## src/design/host_irq_pkg.sv

```systemverilog
// Register map, field positions and reset values of the host interrupt block
package host_irq_pkg;
   localparam int EVT_W = 88;
   localparam int STAT_W = 40;
   localparam logic [7:0] OFS_ENABLE = 8'h16;
   localparam logic [7:0] OFS_CLEAR = 8'h18;
   localparam logic [7:0] OFS_STATUS = 8'h1a;
   localparam logic [7:0] OFS_EVENTS = 8'h14;
   localparam logic [87:0] ENABLE_RESET = 88'h0;
   localparam logic [87:0] EVENTS_RESET = 88'h8;
   localparam logic [39:0] STATUS_RESET = 40'h0;
   // Bits 83-87 and all reserved positions read and write as zero
   localparam logic [87:0] EVT_IMPL = 88'h07_0006_1308_4CDF_4DB6_723A;
   localparam int BYTE_DEFAULT_LO = 80;
   localparam int BYTE_DEFAULT_HI = 87;
   localparam int EVT_HARD_RESET = 1;
   localparam int EVT_CMD_DONE = 30;
   localparam int EVT_MISSING_CAPS = 36;
   localparam int ST_SOC_TIMEOUT = 30;
   localparam int ST_BIST = 27;
   localparam int ST_LEGACY_LO = 24;
   localparam int ST_HOST_LO = 22;
   localparam int ST_VBUS_LO = 20;
   localparam int ST_DATA_ROLE = 6;
   localparam int ST_PORT_ROLE = 5;
   localparam int ST_ORIENT = 4;
   localparam int ST_CONN_LO = 1;
   localparam logic [2:0] CONN_RESERVED = 3'h5;
   localparam logic [1:0] LEGACY_RESERVED = 2'h2;
endpackage

```

## src/design/pd_host_irq_mask_clear_status.sv

```systemverilog
// Host event flags, enable mask, write-one clear and port status register
//
// Summary of operation
// - Event bit 1 sets after a hard reset; cause readable elsewhere.
// - Enable register at 16h, 88 bits, reserved positions read zero.
// - Top byte enables active by default; lower bytes need customization or an enable register write.
// - Clear register at 18h; each 1 written removes that event flag unless the event sets again in the same cycle.
// - Interrupt line low when any flag set; only enabled events latch.
// - Enable and clear bits sit at the same positions as events.
// - Read-only 40-bit status at 1Ah reporting non-event state.
// - Status bit 30 shows the system-on-chip answered too late.
// - Status bit 27 shows a self-test is running.
// - Status 25-24 give legacy mode: none, source, dead-battery sink.
// - Legacy decision may take about ten seconds after attach.
// - Status 23-22 give host attachment kind.
// - Status 21-20 give VBUS range code.
// - Status bit 6 gives data role, valid only when connected.
// - Status bit 5 gives power role; steady while unattached.
// - Status bit 4 gives plug orientation once connected.
// - Status 3-1 give connection state code.
`timescale 1ns/1ps
module pd_host_irq_mask_clear_status
   import host_irq_pkg::*;
(
   input wire logic ref_clk,
   input wire logic rst,
   input wire logic reg_wr,
   input wire logic reg_rd,
   input wire logic [7:0] reg_addr,
   input wire logic [87:0] reg_wdata,
   output logic [87:0] reg_rdata,
   output logic reg_rvalid,
   input wire logic [87:0] event_in,
   input wire logic [87:0] custom_enable,
   input wire logic hard_reset_done,
   input wire logic cmd_done,
   input wire logic soc_ack_late,
   input wire logic bist_active,
   input wire logic [1:0] legacy_mode,
   input wire logic [1:0] host_present,
   input wire logic [1:0] vbus_range,
   input wire logic connected,
   input wire logic data_role_dfp,
   input wire logic port_role_src,
   input wire logic unattached,
   input wire logic orient_cc2,
   input wire logic [2:0] conn_state,
   output logic host_irq_n
);
   logic [87:0] host_event_enable;
   logic [87:0] host_event_clear;
   logic [87:0] host_event_flags;
   logic [39:0] port_status;
   logic [87:0] raw_events;
   logic [87:0] eff_enable;
   logic [87:0] clr_now;
   logic [87:0] next_flags;
   logic [39:0] next_status;
   logic status_changed;

   // Raw event vector with the named sources folded in
   always_comb begin
      raw_events = event_in;
      raw_events[EVT_HARD_RESET] = event_in[EVT_HARD_RESET] |
         hard_reset_done;
      raw_events[EVT_CMD_DONE] = event_in[EVT_CMD_DONE] | cmd_done;
      raw_events[26] = event_in[26] | status_changed;
      raw_events = raw_events & EVT_IMPL;
   end

   // Top byte always on; lower bytes only from customization or software
   genvar gi;
   generate
      for (gi = 0; gi < EVT_W; gi++) begin : g_en
         if (gi >= BYTE_DEFAULT_LO && gi <= BYTE_DEFAULT_HI) begin : g_top
            assign eff_enable[gi] = EVT_IMPL[gi];
         end else begin : g_low
            assign eff_enable[gi] = EVT_IMPL[gi] &
               (host_event_enable[gi] | custom_enable[gi]);
         end
      end
   endgenerate

   // Register writes; enable stays plain storage, reset all zeros
   always_ff @(posedge ref_clk) begin
      if (rst) begin
         host_event_enable <= ENABLE_RESET;
      end else if (reg_wr && reg_addr == OFS_ENABLE) begin
         host_event_enable <= reg_wdata & EVT_IMPL;
      end
   end

   assign clr_now = (reg_wr && reg_addr == OFS_CLEAR) ?
      (reg_wdata & EVT_IMPL) : 88'h0;

   // Clear register self-clears so a stale one never blocks a new event
   always_ff @(posedge ref_clk) begin
      if (rst) begin
         host_event_clear <= ENABLE_RESET;
      end else begin
         host_event_clear <= clr_now;
      end
   end

   // Set wins over clear in the same cycle
   assign next_flags = (host_event_flags & ~clr_now) |
      (raw_events & eff_enable);

   always_ff @(posedge ref_clk) begin
      if (rst) begin
         host_event_flags <= EVENTS_RESET & eff_enable;
      end else begin
         host_event_flags <= next_flags;
      end
   end

   assign host_irq_n = ~(|host_event_flags);

   // Status assembly; reserved codes and fields read zero
   always_comb begin
      next_status = STATUS_RESET;
      next_status[ST_SOC_TIMEOUT] = soc_ack_late;
      next_status[ST_BIST] = bist_active;
      // Legacy detection is slow and lives upstream, no timer here
      next_status[ST_LEGACY_LO +: 2] =
         (legacy_mode == LEGACY_RESERVED) ? 2'h0 : legacy_mode;
      next_status[ST_HOST_LO +: 2] = host_present;
      next_status[ST_VBUS_LO +: 2] = vbus_range;
      next_status[ST_DATA_ROLE] = connected & data_role_dfp;
      next_status[ST_ORIENT] = connected & orient_cc2;
      next_status[ST_CONN_LO +: 3] =
         (conn_state == CONN_RESERVED) ? 3'h0 : conn_state;
      next_status[ST_PORT_ROLE] = port_status[ST_PORT_ROLE];
      // Hold role while unattached so toggling terminations do not flicker
      if (!unattached) begin
         next_status[ST_PORT_ROLE] = port_role_src;
      end
   end

   assign status_changed = (next_status != port_status);

   always_ff @(posedge ref_clk) begin
      if (rst) begin
         port_status <= STATUS_RESET;
      end else begin
         port_status <= next_status;
      end
   end

   // Read port; status is read-only, unmapped offsets read zero
   always_ff @(posedge ref_clk) begin
      if (rst) begin
         reg_rdata <= 88'h0;
         reg_rvalid <= 1'b0;
      end else begin
         reg_rvalid <= reg_rd;
         case (reg_addr)
            OFS_EVENTS: reg_rdata <= host_event_flags;
            OFS_ENABLE: reg_rdata <= host_event_enable;
            OFS_CLEAR: reg_rdata <= host_event_clear;
            OFS_STATUS: reg_rdata <= {48'h0, port_status};
            default: reg_rdata <= 88'h0;
         endcase
      end
   end

   a_clear_removes: assert property (@(posedge ref_clk) disable iff (rst)
      (reg_wr && reg_addr == OFS_CLEAR && reg_wdata[EVT_MISSING_CAPS]
       && !raw_events[EVT_MISSING_CAPS])
      |=> !host_event_flags[EVT_MISSING_CAPS])
      else $error("Clear write did not remove event flag");
   a_set_beats_clear: assert property (@(posedge ref_clk) disable iff (rst)
      (raw_events[EVT_CMD_DONE] && eff_enable[EVT_CMD_DONE])
      |=> host_event_flags[EVT_CMD_DONE])
      else $error("Event lost against clear");
   a_zero_keeps: assert property (@(posedge ref_clk) disable iff (rst)
      (host_event_flags[EVT_HARD_RESET] && !clr_now[EVT_HARD_RESET])
      |=> host_event_flags[EVT_HARD_RESET])
      else $error("Flag dropped without a clear");
   a_irq_level: assert property (@(posedge ref_clk) disable iff (rst)
      host_irq_n == (host_event_flags == 88'h0))
      else $error("Interrupt line disagrees with flags");
   a_masked_quiet: assert property (@(posedge ref_clk) disable iff (rst)
      (!eff_enable[EVT_HARD_RESET] && !host_event_flags[EVT_HARD_RESET])
      |=> !host_event_flags[EVT_HARD_RESET])
      else $error("Masked event latched");
   a_hard_reset_flag: assert property (@(posedge ref_clk) disable iff (rst)
      (hard_reset_done && eff_enable[EVT_HARD_RESET])
      |=> host_event_flags[EVT_HARD_RESET] && !host_irq_n)
      else $error("Hard reset event not flagged");
   a_top_byte_on: assert property (@(posedge ref_clk) disable iff (rst)
      (event_in[81] && !host_event_flags[81])
      |=> host_event_flags[81])
      else $error("Top byte event not enabled by default");
   a_enable_read: assert property (@(posedge ref_clk) disable iff (rst)
      (reg_wr && reg_addr == OFS_ENABLE) ##1 (reg_rd && reg_addr == OFS_ENABLE
       && !reg_wr) |=> reg_rdata == ($past(reg_wdata, 2) & EVT_IMPL))
      else $error("Enable readback mismatch");
   a_port_role_hold: assert property (@(posedge ref_clk) disable iff (rst)
      unattached |=> $stable(port_status[ST_PORT_ROLE]))
      else $error("Port role toggled while unattached");
   a_bist_bit: assert property (@(posedge ref_clk) disable iff (rst)
      bist_active |=> port_status[ST_BIST])
      else $error("Self-test bit not shown");
   a_conn_reserved: assert property (@(posedge ref_clk) disable iff (rst)
      port_status[ST_CONN_LO +: 3] != CONN_RESERVED)
      else $error("Reserved connection code shown");
   a_soc_late: assert property (@(posedge ref_clk) disable iff (rst)
      soc_ack_late |=> port_status[ST_SOC_TIMEOUT])
      else $error("Late acknowledge not shown");

   a_soc_clear: assert property (@(posedge ref_clk) disable iff (rst)
      !soc_ack_late |=> !port_status[ST_SOC_TIMEOUT])
      else $error("Late acknowledge shown while answered");

   a_bist_clear: assert property (@(posedge ref_clk) disable iff (rst)
      !bist_active |=> !port_status[ST_BIST])
      else $error("Self-test bit shown while idle");

   a_legacy_field: assert property (@(posedge ref_clk) disable iff (rst)
      legacy_mode != LEGACY_RESERVED
      |=> port_status[ST_LEGACY_LO +: 2] == $past(legacy_mode))
      else $error("Legacy field mismatch");

   a_legacy_reserved: assert property (@(posedge ref_clk) disable iff (rst)
      legacy_mode == LEGACY_RESERVED
      |=> port_status[ST_LEGACY_LO +: 2] == 2'h0)
      else $error("Undefined legacy code shown");

   a_host_field: assert property (@(posedge ref_clk) disable iff (rst)
      1'b1
      |=> port_status[ST_HOST_LO +: 2] == $past(host_present))
      else $error("Host field mismatch");

   a_vbus_field: assert property (@(posedge ref_clk) disable iff (rst)
      1'b1
      |=> port_status[ST_VBUS_LO +: 2] == $past(vbus_range))
      else $error("Supply range field mismatch");

   a_data_role: assert property (@(posedge ref_clk) disable iff (rst)
      connected
      |=> port_status[ST_DATA_ROLE] == $past(data_role_dfp))
      else $error("Data role mismatch");

   a_role_unconn: assert property (@(posedge ref_clk) disable iff (rst)
      !connected |=> !port_status[ST_DATA_ROLE])
      else $error("Data role shown without connection");

   a_orient_bit: assert property (@(posedge ref_clk) disable iff (rst)
      connected |=> port_status[ST_ORIENT] == $past(orient_cc2))
      else $error("Orientation mismatch");

   a_port_role_track: assert property (@(posedge ref_clk) disable iff (rst)
      !unattached
      |=> port_status[ST_PORT_ROLE] == $past(port_role_src))
      else $error("Port role does not follow");

   a_conn_code: assert property (@(posedge ref_clk) disable iff (rst)
      conn_state != CONN_RESERVED
      |=> port_status[ST_CONN_LO +: 3] == $past(conn_state))
      else $error("Connection code mismatch");

   a_status_reserved: assert property (@(posedge ref_clk) disable iff (rst)
      (port_status[39:31] == 9'h0) && (port_status[29:28] == 2'h0) &&
      !port_status[26] && (port_status[19:7] == 13'h0) &&
      !port_status[0])
      else $error("Reserved status bit set");

   a_status_read: assert property (@(posedge ref_clk) disable iff (rst)
      (reg_rd && reg_addr == OFS_STATUS)
      |=> reg_rdata == {48'h0, $past(port_status)})
      else $error("Status read mismatch");

   a_rvalid_pulse: assert property (@(posedge ref_clk) disable iff (rst)
      reg_rd |=> reg_rvalid)
      else $error("Read not answered");

   a_rvalid_quiet: assert property (@(posedge ref_clk) disable iff (rst)
      !reg_rd |=> !reg_rvalid)
      else $error("Read answer without request");

   a_enable_write: assert property (@(posedge ref_clk) disable iff (rst)
      (reg_wr && reg_addr == OFS_ENABLE)
      |=> host_event_enable == ($past(reg_wdata) & EVT_IMPL))
      else $error("Enable write not stored");

   a_enable_hold: assert property (@(posedge ref_clk) disable iff (rst)
      !(reg_wr && reg_addr == OFS_ENABLE)
      |=> $stable(host_event_enable))
      else $error("Enable changed without a write");

   a_enable_reserved: assert property (@(posedge ref_clk) disable iff (rst)
      (host_event_enable & ~EVT_IMPL) == 88'h0)
      else $error("Reserved enable bit set");

   a_flags_reserved: assert property (@(posedge ref_clk) disable iff (rst)
      (host_event_flags & ~EVT_IMPL) == 88'h0)
      else $error("Reserved event flag set");

   a_clear_selfclr: assert property (@(posedge ref_clk) disable iff (rst)
      !(reg_wr && reg_addr == OFS_CLEAR)
      |=> host_event_clear == 88'h0)
      else $error("Stale clear bits kept");

   a_top_always: assert property (@(posedge ref_clk) disable iff (rst)
      eff_enable[BYTE_DEFAULT_HI:BYTE_DEFAULT_LO] == EVT_IMPL[87:80])
      else $error("Top byte enable missing");

   a_custom_enable: assert property (@(posedge ref_clk) disable iff (rst)
      (custom_enable[EVT_MISSING_CAPS] && event_in[EVT_MISSING_CAPS])
      |=> host_event_flags[EVT_MISSING_CAPS])
      else $error("Customized enable ignored");

   a_cmd_done_flag: assert property (@(posedge ref_clk) disable iff (rst)
      (cmd_done && eff_enable[EVT_CMD_DONE])
      |=> host_event_flags[EVT_CMD_DONE] && !host_irq_n)
      else $error("Command completion not flagged");

   a_missing_caps: assert property (@(posedge ref_clk) disable iff (rst)
      (event_in[EVT_MISSING_CAPS] && eff_enable[EVT_MISSING_CAPS])
      |=> host_event_flags[EVT_MISSING_CAPS])
      else $error("Error event not flagged");

   a_status_event: assert property (@(posedge ref_clk) disable iff (rst)
      ($changed(port_status) && $past(eff_enable[26]))
      |-> host_event_flags[26])
      else $error("Status change not flagged");

   a_flag_hold: assert property (@(posedge ref_clk) disable iff (rst)
      (host_event_flags[EVT_MISSING_CAPS] && !clr_now[EVT_MISSING_CAPS])
      |=> host_event_flags[EVT_MISSING_CAPS])
      else $error("Error flag dropped without a clear");

   a_hr_clear: assert property (@(posedge ref_clk) disable iff (rst)
      (clr_now[EVT_HARD_RESET] && !raw_events[EVT_HARD_RESET])
      |=> !host_event_flags[EVT_HARD_RESET])
      else $error("Hard reset flag not cleared");

   c_clear_flag: cover property (@(posedge ref_clk) disable iff (rst)
      host_event_flags[EVT_CMD_DONE] ##1 !host_event_flags[EVT_CMD_DONE]);
   c_irq_assert: cover property (@(posedge ref_clk) disable iff (rst)
      host_irq_n ##1 !host_irq_n);
   c_collision: cover property (@(posedge ref_clk) disable iff (rst)
      clr_now[EVT_CMD_DONE] && raw_events[EVT_CMD_DONE]);
   c_status_read: cover property (@(posedge ref_clk) disable iff (rst)
      reg_rd && reg_addr == OFS_STATUS);
   c_top_byte: cover property (@(posedge ref_clk) disable iff (rst)
      host_event_flags[81]);
endmodule // pd_host_irq_mask_clear_status

```

## config.mk

```make
export PLATFORM = sky130hd
export DESIGN_NAME = pd_host_irq_mask_clear_status
export DESIGN_NICKNAME = d
export VERILOG_FILES = /design/src/design/host_irq_pkg.sv /design/src/design/pd_host_irq_mask_clear_status.sv
export SDC_FILE = /design/constraint.sdc
export NUM_CORES = 1
export LEC_CHECK = 0
export BUFFER_PORTS_ARGS = -buffer_cell sky130_fd_sc_hd__buf_4
export CAP_MARGIN = 25
export CORE_AREA = 4 4 147 149
export DETAILED_ROUTE_END_ITERATION = 12
export DIE_AREA = 0 0 151 153
export SLEW_MARGIN = 30
export SYNTH_ARGS = -nofsm -noshare
export SYNTH_HDL_FRONTEND = slang
export SYNTH_SLANG_ARGS = --single-unit
```

## constraint.sdc

```tcl
create_clock -name ref_clk -period 4.35 [get_ports ref_clk]
set_input_delay 0.2175 -clock ref_clk [delete_from_list [all_inputs] [get_ports ref_clk]]
set_output_delay 0.2175 -clock ref_clk [all_outputs]
set_load 0.01 [all_outputs]
```

==> flow_metrics.tcl, run 1 <==
set metrics [dict create \
    synth_top_area_share_pct 48.6 \
    synth_seq_cells 163 \
    num_io_pins 384 \
    setup_slack_ns 1.98 \
    min_period_ns 2.37 \
    cts_buffers 17 \
    wl_um 20300 \
    netlist_area_um2 6710 \
    end_kind "register" \
    cts_tree "done" \
    clock_skew_ns 0.00583 \
    max_freq_ghz 0.423 \
    die_w_um 151 \
    power.leakage_nw 3.43 \
    min_from "reg_wdata[32]" \
    layout_common_cells "buf_4 (182), dfxtp_1 (163), nand2_1 (151)" \
    routabilityCongestion 0.781 \
    drv_cap 0 \
    die_y_um 153 \
    cts_max_level 4 \
    drt_iter0_markers 279 \
    wire_per_inst_um 16.9 \
    p_per_area_nw_per_um2 372 \
    portBuffers 176 \
    root_buffer "clkbuf_16" \
    area_growth_pct 30.3 \
    clk_path_buf_depth 2 \
    path_max_fanout 26 \
    tightest_slew_ns 0.980 \
    multi_input_area_um2 3040 \
    core_um2 20200 \
    register_area_um2 3260 \
    crit_slowest_cell "nor2_4" \
    rsz0062_at_grt "false" \
    grt_pass1_vias 5475 \
    crit_type "in2reg" \
    overflow 0 \
    hold_viol 0 \
    grt_first_pass_wirelength_um 30800 \
    synth_cell_types 45 \
    start_util_pct 33.3 \
    setup_viol 0 \
    startpoint_type "input port" \
    dieArea_um2 23100 \
    place_ws_ns 1.49 \
    dpl.cell_count 1151 \
    max_stage_delay_ns 0.71 \
    clk_pin_slew_worst_paths_ns 0.06 \
    grt_max_degree 83 \
    dp_hpwl_um 13800 \
    grtUsageTotal_pct 17.1 \
    layout-drive-gt1-share_pct 26.1 \
    fin_nets 1208 \
    stdcell_count 1197 \
    yosysTopAreaCell "dfxtp_1" \
    synthArstFlopShare_pct 0 \
    drc_errors 0 \
    status "finished clean" \
    relSlewSlack_pct 34.6 \
    synth.top_cells.by_area "dfxtp_1 (49%), nand2_1 (8.4%), buf_4 (6.0%)" \
    timing.rr.start "port_status[24]" \
    fill_cells 2052 \
    finalCritPeriodShare_pct 54.4 \
    ys_warn_count 0 \
    clock_latency_ns 0.42 \
    vias 5667 \
    cts_resized 0 \
    ir_drop_v 0.000226 \
    synth-edff-count 0 \
    drtAntennaViolNets 0 \
    ys_seq_area_share_pct 48.6 \
    synth_cells 743 \
    cts_sinks 163 \
    std_cell_rows 52 \
    drt-pass1-iter-count 4 \
    postCtsSetupBuffers 0 \
    holdWs_ns 0.0197 \
    required_ns 4.60 \
    drv_slew 0 \
    ys.flop_type "dfxtp_1" \
    synth_area_per_cell_um2 9.03 \
    startpoint "reg_addr[5]" \
    antenna_found_initial 0 \
    path_cells "buf_4 > nor4b_4 > nand3b_2 > nor2_4 > nand2_1 > a2111oi_0" \
    drt-vias-per-instance 4.73 \
    antenna_cells_inserted 0 \
    layout_commonest_cell "buf_4" \
    holdCritPathClass "in2reg" \
    setup_tns_ns 0 \
    cp.arrival_ns 2.61 \
]
state kept, by name, summed over array words and instances (netlist names):
register	flops
port_status	14
host_event_clear	36
host_event_flags	36
host_event_enable	36
reg_rvalid	1
reg_rdata	40
where the power goes:
part,leakage (nW),switching [mW],internal [mW]
combinational,1.84,0.141,0.132
sequential,1.33,0.0283,1.52
clock,0.265,0.598,0.829
total,3.43,0.767,2.49
metal layers:
layer	GRT usage, %	wire, µm	vias to the layer above
met5	0	0	-
met4	4.49	179	0
met2	27.4	9350	202
met3	4.18	1490	14
li1	-	-	2826
met1	23.0	9260	2625
through the flow:
step	total power [mW]	area (µm²)	util (%)
finish	3.25	8740	43.3
global route	3.38	8740	43.3
CTS	3.29	8740	43.3
detailed placement	1.85	8040	39.9
global placement	1.85	8030	39.8
floorplan	1.73	6890	-
path summary, 6_finish.rpt:
path                      endpoint  slack, ns  cells past startpoint
max                  reg_rdata[13]       1.98                      6
min           host_event_clear[32]       0.02                      2
max reg2reg   host_event_flags[26]       2.30                      5
min reg2reg  host_event_enable[82]       0.46                      2
final cells by class:
cell class,instances,share of cell area (%)
tap,270,3.86
clock buffer,23,5.47
timing repair buffer,196,17.2
clock inverter,9,0.916
inverter,10,0.429
sequential,163,37.3
multi-input combinational,526,34.8
Yosys cell counts, types with 2 or more instances:
| library cell | number |
|---|---|
| xor2_1 | 9 |
| a21oi_1 | 71 |
| buf_2 | 14 |
| a2111oi_2 | 20 |
| buf_6 | 2 |
| and2b_1 | 2 |
| nor4_1 | 12 |
| nand2_1 | 151 |
| dfxtp_1 | 163 |
| nor3b_1 | 2 |
| nand3b_1 | 2 |
| clkbuf_1 | 19 |
| a31oi_1 | 2 |
| o21ai_0 | 40 |
| nor2_1 | 8 |
| mux2i_1 | 21 |
| and3_1 | 2 |
| o22ai_1 | 14 |
| nand3_1 | 4 |
| inv_1 | 10 |
| nor3_1 | 13 |
| a2111oi_0 | 6 |
| and2_1 | 42 |
| buf_4 | 54 |
| nor2b_1 | 12 |
| a22oi_1 | 26 |
| and3b_1 | 2 |
| buf_1 | 2 |
| nand2b_1 | 2 |
critical path: cells and delay by family:
kind / cells / cell delay, ns
buf+inv: 1 / 0.12
compound gates: 1 / 0.64
simple gates: 4 / 1.63
logic make-up after synthesis:
logic type,count (synthesis),synth area share (%)
simple gates,265,19.5
other cells,1,0.0559
xor+xnor,10,1.30
compound gates,182,18.3
flops,163,48.6
buf+inv,101,9.15
mux,21,3.13
what timing repair did:
action	4_1_cts	5_1_grt
hold buffers	14	0
endpoints found under the setup margin	0	0
endpoints found under the hold margin	14	0
Power figures use the tool's default switching activity.
==> run 2, diff against run 1 <==
--- a/config.mk
+++ b/config.mk
@@ -5,11 +5,13 @@
 export SDC_FILE = /design/constraint.sdc
 export NUM_CORES = 1
 export LEC_CHECK = 0
+export ABC_AREA = 1
 export BUFFER_PORTS_ARGS = -buffer_cell sky130_fd_sc_hd__buf_4
 export CAP_MARGIN = 25
-export CORE_AREA = 4 4 147 149
+export CORE_AREA = 4 4 146 148
 export DETAILED_ROUTE_END_ITERATION = 12
-export DIE_AREA = 0 0 151 153
+export DIE_AREA = 0 0 150 152
+export PLACE_DENSITY = 0.65
 export SLEW_MARGIN = 30
 export SYNTH_ARGS = -nofsm -noshare
 export SYNTH_HDL_FRONTEND = slang
==> constraint.sdc (replaced) <==
create_clock -name ref_clk -period 2.3 [get_ports ref_clk]
set_input_delay 0.115 -clock ref_clk [delete_from_list [all_inputs] [get_ports ref_clk]]
set_output_delay 0.115 -clock ref_clk [all_outputs]
set_load 0.01 [all_outputs]
==> run 2 against run 1 <==
Effect of this change:
- setup slack worse by 1.7 ns
- clock skew increased by 0.0060 ns
- critical path depth down 2
- largest cell class unchanged
- clock power grew 100%
- largest power group unchanged
- final area increased by 15%
==> flow_metrics.tcl, run 2 <==
set metrics [dict create \
    grt_max_degree 78 \
    relSlewSlack_pct 45.4 \
    register_area_um2 3260 \
    layout_commonest_cell "nand2_1" \
    num_io_pins 384 \
    vias 6771 \
    synth-edff-count 0 \
    required_ns 2.18 \
    startpoint_type "register" \
    layout_common_cells "nand2_1 (207), buf_4 (187), dfxtp_1 (163)" \
    grtUsageTotal_pct 18.8 \
    ys.flop_type "dfxtp_1" \
    synthArstFlopShare_pct 0 \
    synthSimpleGateAreaFrac_pct 28.8 \
    cts_buffers 17 \
    p_per_area_nw_per_um2 648 \
    holdCritPathClass "in2reg" \
    synth_mux_area_share_pct 0 \
    status "finished clean" \
    dp_hpwl_um 14300 \
    place_ws_ns 0.559 \
    clk_path_buf_depth 2 \
    drv_cap 0 \
    antenna_found_initial 0 \
    synth_cells 920 \
    portBuffers 176 \
    end_kind "output pin" \
    largest_register "reg_rdata" \
    netlist_area_um2 6990 \
    power.leakage_nw 4.49 \
    synth_cell_types 32 \
    setup_tns_ns 0 \
    clock_skew_ns 0.0119 \
    drt-vias-per-instance 4.62 \
    grt_first_pass_wirelength_um 34100 \
    grt_pass1_vias 6544 \
    cts_max_level 4 \
    ys_seq_area_share_pct 46.7 \
    finalCritPeriodShare_pct 88.6 \
    root_buffer "clkbuf_16" \
    min_period_ns 2.04 \
    cts_sinks 163 \
    synth_top_area_share_pct 46.7 \
    rsz0062_at_grt "false" \
    overflow 0 \
    std_cell_rows 52 \
    power_mw 6.49 \
    drc_errors 0 \
    synth_top_family_by_area "simple AND/OR/NAND/NOR gates" \
    r2r_cells 3 \
    yosysTopAreaCell "dfxtp_1" \
    wire_per_inst_um 14.8 \
    synth_area_per_cell_um2 7.60 \
    setup_viol 0 \
    drtAntennaViolNets 0 \
    start_util_pct 34.9 \
    synth_xor_area_share_pct 0.125 \
    max_freq_ghz 0.491 \
    ir_drop_v 0.000454 \
    core_um2 20000 \
    postCtsSetupBuffers 0 \
    whs_path_depth 3 \
    synth_compound_area_share_pct 11.3 \
    layout-drive-gt1-share_pct 24.2 \
    synth_commonest_cells "nand2_1 (207), dfxtp_1 (163), nor2_1 (76), inv_1 (74), nand3_1 (70)" \
    routabilityCongestion 0.791 \
    hold_viol 0 \
    clk_pin_slew_worst_paths_ns 0.07 \
    drt-pass1-iter-count 5 \
    clock_latency_ns 0.43 \
    setup_slack_ns 0.263 \
    drt_iter0_markers 389 \
    drv_slew 0 \
    crit_type "reg2out" \
    cts_tree "done" \
    synth.top_cells.by_area "dfxtp_1 (47%), nand2_1 (11%), buf_4 (5.3%)" \
    antenna_cells_inserted 0 \
    tightest_slew_ns 0.818 \
    synth_fa_ha_area_share_pct 0 \
    largest_reg_flops 40 \
    dieArea_um2 22800 \
    die_y_um 152 \
    wl_um 21700 \
    ys_warn_count 0 \
    die_w_um 150 \
    cp.arrival_ns 1.92 \
    path_max_fanout 3 \
    synth.most_common_cell "nand2_1" \
    multi_input_area_um2 3000 \
    fill_cells 1942 \
    synth_seq_cells 163 \
    dpl.cell_count 1329 \
    stdcell_count 1466 \
    area_growth_pct 43.2 \
    fin_nets 1477 \
]
run 2: final timing paths:
check,startpoint,to,slack [ns]
max reg2reg,host_event_enable[4],host_event_flags[4],0.98
min,event_in[39],host_event_flags[39],0.008
max,host_event_flags[60],host_irq_n,0.26
min reg2reg,port_status[22],reg_rdata[22],0.46
run 2: layout make-up:
class,instances,share of cell area (%)
tap,270,3.37
clock buffer,18,4.38
sequential,163,32.6
multi-input combinational,630,30.0
clock inverter,14,1.69
inverter,76,2.90
timing repair buffer,295,25.1
run 2: stage by stage:
stage | util [%] | cell area (µm²) | hold WS, ns
global placement | 41.7 | 8360 | 0.318
floorplan | - | 7170 | 0.218
CTS | 50.0 | 10000 | 0.000511
finish | 50.0 | 10000 | 0.00824
global route | 50.0 | 10000 | 0.0106
detailed placement | 41.7 | 8360 | 0.327
run 2: critical path, stage by stage (launching register included):
cell	delay, ns
dfxtp_1	0.32
nor4_1	0.54
nand4_1	0.24
nor3_1	0.23
buf_4	0.17
run 2: cells by family (layout without fill, tap and decap cells):
kind of cell    Yosys count  after routing
simple gates            450            450
buf+inv                 174            403
flops                   163            163
compound gates          131            131
other cells               1             48
xor+xnor                  1              1
run 2: power by group:
part | internal (mW) | leakage [nW] | switching, mW | total [mW]
combinational | 0.338 | 2.87 | 0.310 | 0.648
sequential | 2.88 | 1.33 | 0.0446 | 2.93
clock | 1.66 | 0.289 | 1.25 | 2.91
total | 4.88 | 4.49 | 1.60 | 6.49
run 2: what timing repair did:
action	in CTS	in global routing
hold buffers	105	0
hold endpoints to repair	117	0
resized for setup	0	0
run 2: layer usage:
metal  vias to the layer above  GRT usage [%]  part of all wire, %
li1                       3412              -                    -
met1                      3105           25.1                   44
met2                       237           30.9                   48
met3                        17           3.63                  6.6
met4                         0           5.27                  1.1
met5                         -              0                    0
==> run 3, diff against run 2 <==
==> constraint.sdc (replaced) <==
create_clock -name ref_clk -period 2.3 [get_ports ref_clk]
set_input_delay 0.115 -clock ref_clk [delete_from_list [all_inputs] [get_ports ref_clk]]
set_output_delay 0.115 -clock ref_clk [all_outputs]
set_load 0.1 [all_outputs]
==> run 3 against run 2 <==
Effect of this change:
- register-to-register slack gained 0.04 ns
- global-route usage shrank 0.11 points
- clock power rose by 4%
- via count fell by 0.16%
- utilization fell by 0.55 points
- first-iteration DRC count fell by 10%
- sequential power barely moved
==> flow_metrics.tcl, run 3 (synthesis gave the netlist of run 2 again) <==
set metrics [dict create \
    max_freq_ghz 0.462 \
    ir_drop_v 0.000444 \
    register_area_um2 3260 \
    min_period_ns 2.17 \
    setup_tns_ns 0 \
    crit_type "reg2out" \
    dp_hpwl_um 14500 \
    startpoint_type "register" \
    clock_skew_ns 0.00789 \
    grt_max_degree 67 \
    hold_viol 0 \
    multi_input_area_um2 3010 \
    num_io_pins 384 \
    cp.arrival_ns 2.05 \
    area_growth_pct 41.6 \
    routabilityCongestion 0.796 \
    fin_nets 1466 \
    overflow 0 \
    path_max_fanout 3 \
    postCtsSetupBuffers 0 \
    largest_register "reg_rdata" \
    cts_tree "done" \
    finalCritPeriodShare_pct 94.2 \
    portBuffers 176 \
    cts_buffers 17 \
    core_um2 20000 \
    wl_um 21600 \
    place_area_um2 8340 \
    clock_latency_ns 0.42 \
    antenna_found_initial 0 \
    p_per_area_nw_per_um2 697 \
    setup_slack_ns 0.133 \
    rsz0062_at_grt "false" \
    layout_common_cells "nand2_1 (207), buf_4 (189), dfxtp_1 (163)" \
    tightest_slew_ns 0.832 \
    drc_errors 0 \
    grt_first_pass_wirelength_um 33900 \
    place_ws_ns 0.420 \
    dpl.cell_count 1329 \
    fin_area_um2 9910 \
    wire_per_inst_um 14.8 \
    layout_commonest_cell "nand2_1" \
    grt_pass1_vias 6655 \
    grtUsageMet2_pct 30.8 \
    largest_reg_flops 40 \
    stdcell_count 1455 \
    grtUsageTotal_pct 18.7 \
    cts_resized 0 \
    root_buffer "clkbuf_16" \
    setup_viol 0 \
    holdCritPathClass "in2reg" \
    clk_pin_slew_worst_paths_ns 0.06 \
    cts_hold_buf 94 \
    drv_slew 0 \
    top_usage_layer "met2" \
    drv_cap 0 \
    drtAntennaViolNets 0 \
    status "finished clean" \
    utilization_pct 49.4 \
    dieArea_um2 22800 \
    std_cell_rows 52 \
    layout-drive-gt1-share_pct 24.6 \
    die_y_um 152 \
    reg2reg_slack_ns 1.02 \
    cts_max_level 4 \
    use_met1_pct 24.0 \
    required_ns 2.18 \
    clk_path_buf_depth 2 \
    drt-pass1-iter-count 7 \
    power.leakage_nw 4.46 \
    fill_cells 1984 \
    end_kind "output pin" \
    vias 6760 \
    relSlewSlack_pct 44.4 \
    use_met3_pct 4.47 \
    start_util_pct 34.9 \
    die_w_um 150 \
    cts_sinks 163 \
    drt_iter0_markers 350 \
    antenna_cells_inserted 0 \
    drt-vias-per-instance 4.65 \
]
[run 3: cell types whose count changed in the layout (fill, tap and decap cells not counted), moves of 2 or more]
cell	previous run	this run
dlygate4sd3_1	105	94
clkinv_2	0	3
bufinv_16	2	4
buf_12	3	1
buf_4	187	189
inv_8	3	0
[run 3: path summary, 6_finish.rpt]
check / start / to / cells past startpoint
setup reg to reg: host_event_enable[30] / host_event_flags[30] / 3
hold reg to reg: port_status[22] / reg_rdata[22] / 2
hold / removal: event_in[43] / host_event_flags[43] / 3
setup / recovery: host_event_flags[60] / host_irq_n / 4
[run 3: area by class of cell]
type	count	area share, %
Clock buffer	17	4.29
Clock inverter	15	2.05
Inverter	76	2.93
Multi-Input combinational cell	630	30.4
Sequential cell	163	32.9
Tap cell	270	3.41
Timing Repair Buffer	284	24.0
[run 3: through the flow]
step / total power, mW / hold WS, ns
floorplan: 3.58 / 0.218
global placement: 3.79 / 0.320
detailed placement: 3.80 / 0.324
CTS: 6.95 / 0.000351
global route: 7.16 / 0.00419
finish: 6.90 / 0.0154
[run 3: metal layers]
metal,vias to the layer above,wire [µm],part of all wire (%)
met4,0,357,1.7
met5,-,0,0
met3,24,1390,6.4
met2,205,10200,47
met1,3140,9650,45
li1,3391,-,-
[run 3: worst max-delay path: stages, from the launching register on]
cell and delay, ns:
dfxtp_1 0.33, nor4_1 0.53, nand4_1 0.24, nor3_2 0.20, buf_4 0.33
[run 3: power breakdown]
group,internal (mW),total (mW),switching [mW],leakage (nW)
sequential,2.88,2.93,0.0452,1.33
combinational,0.323,0.942,0.619,2.83
clock,1.83,3.03,1.20,0.304
total,5.03,6.90,1.87,4.46
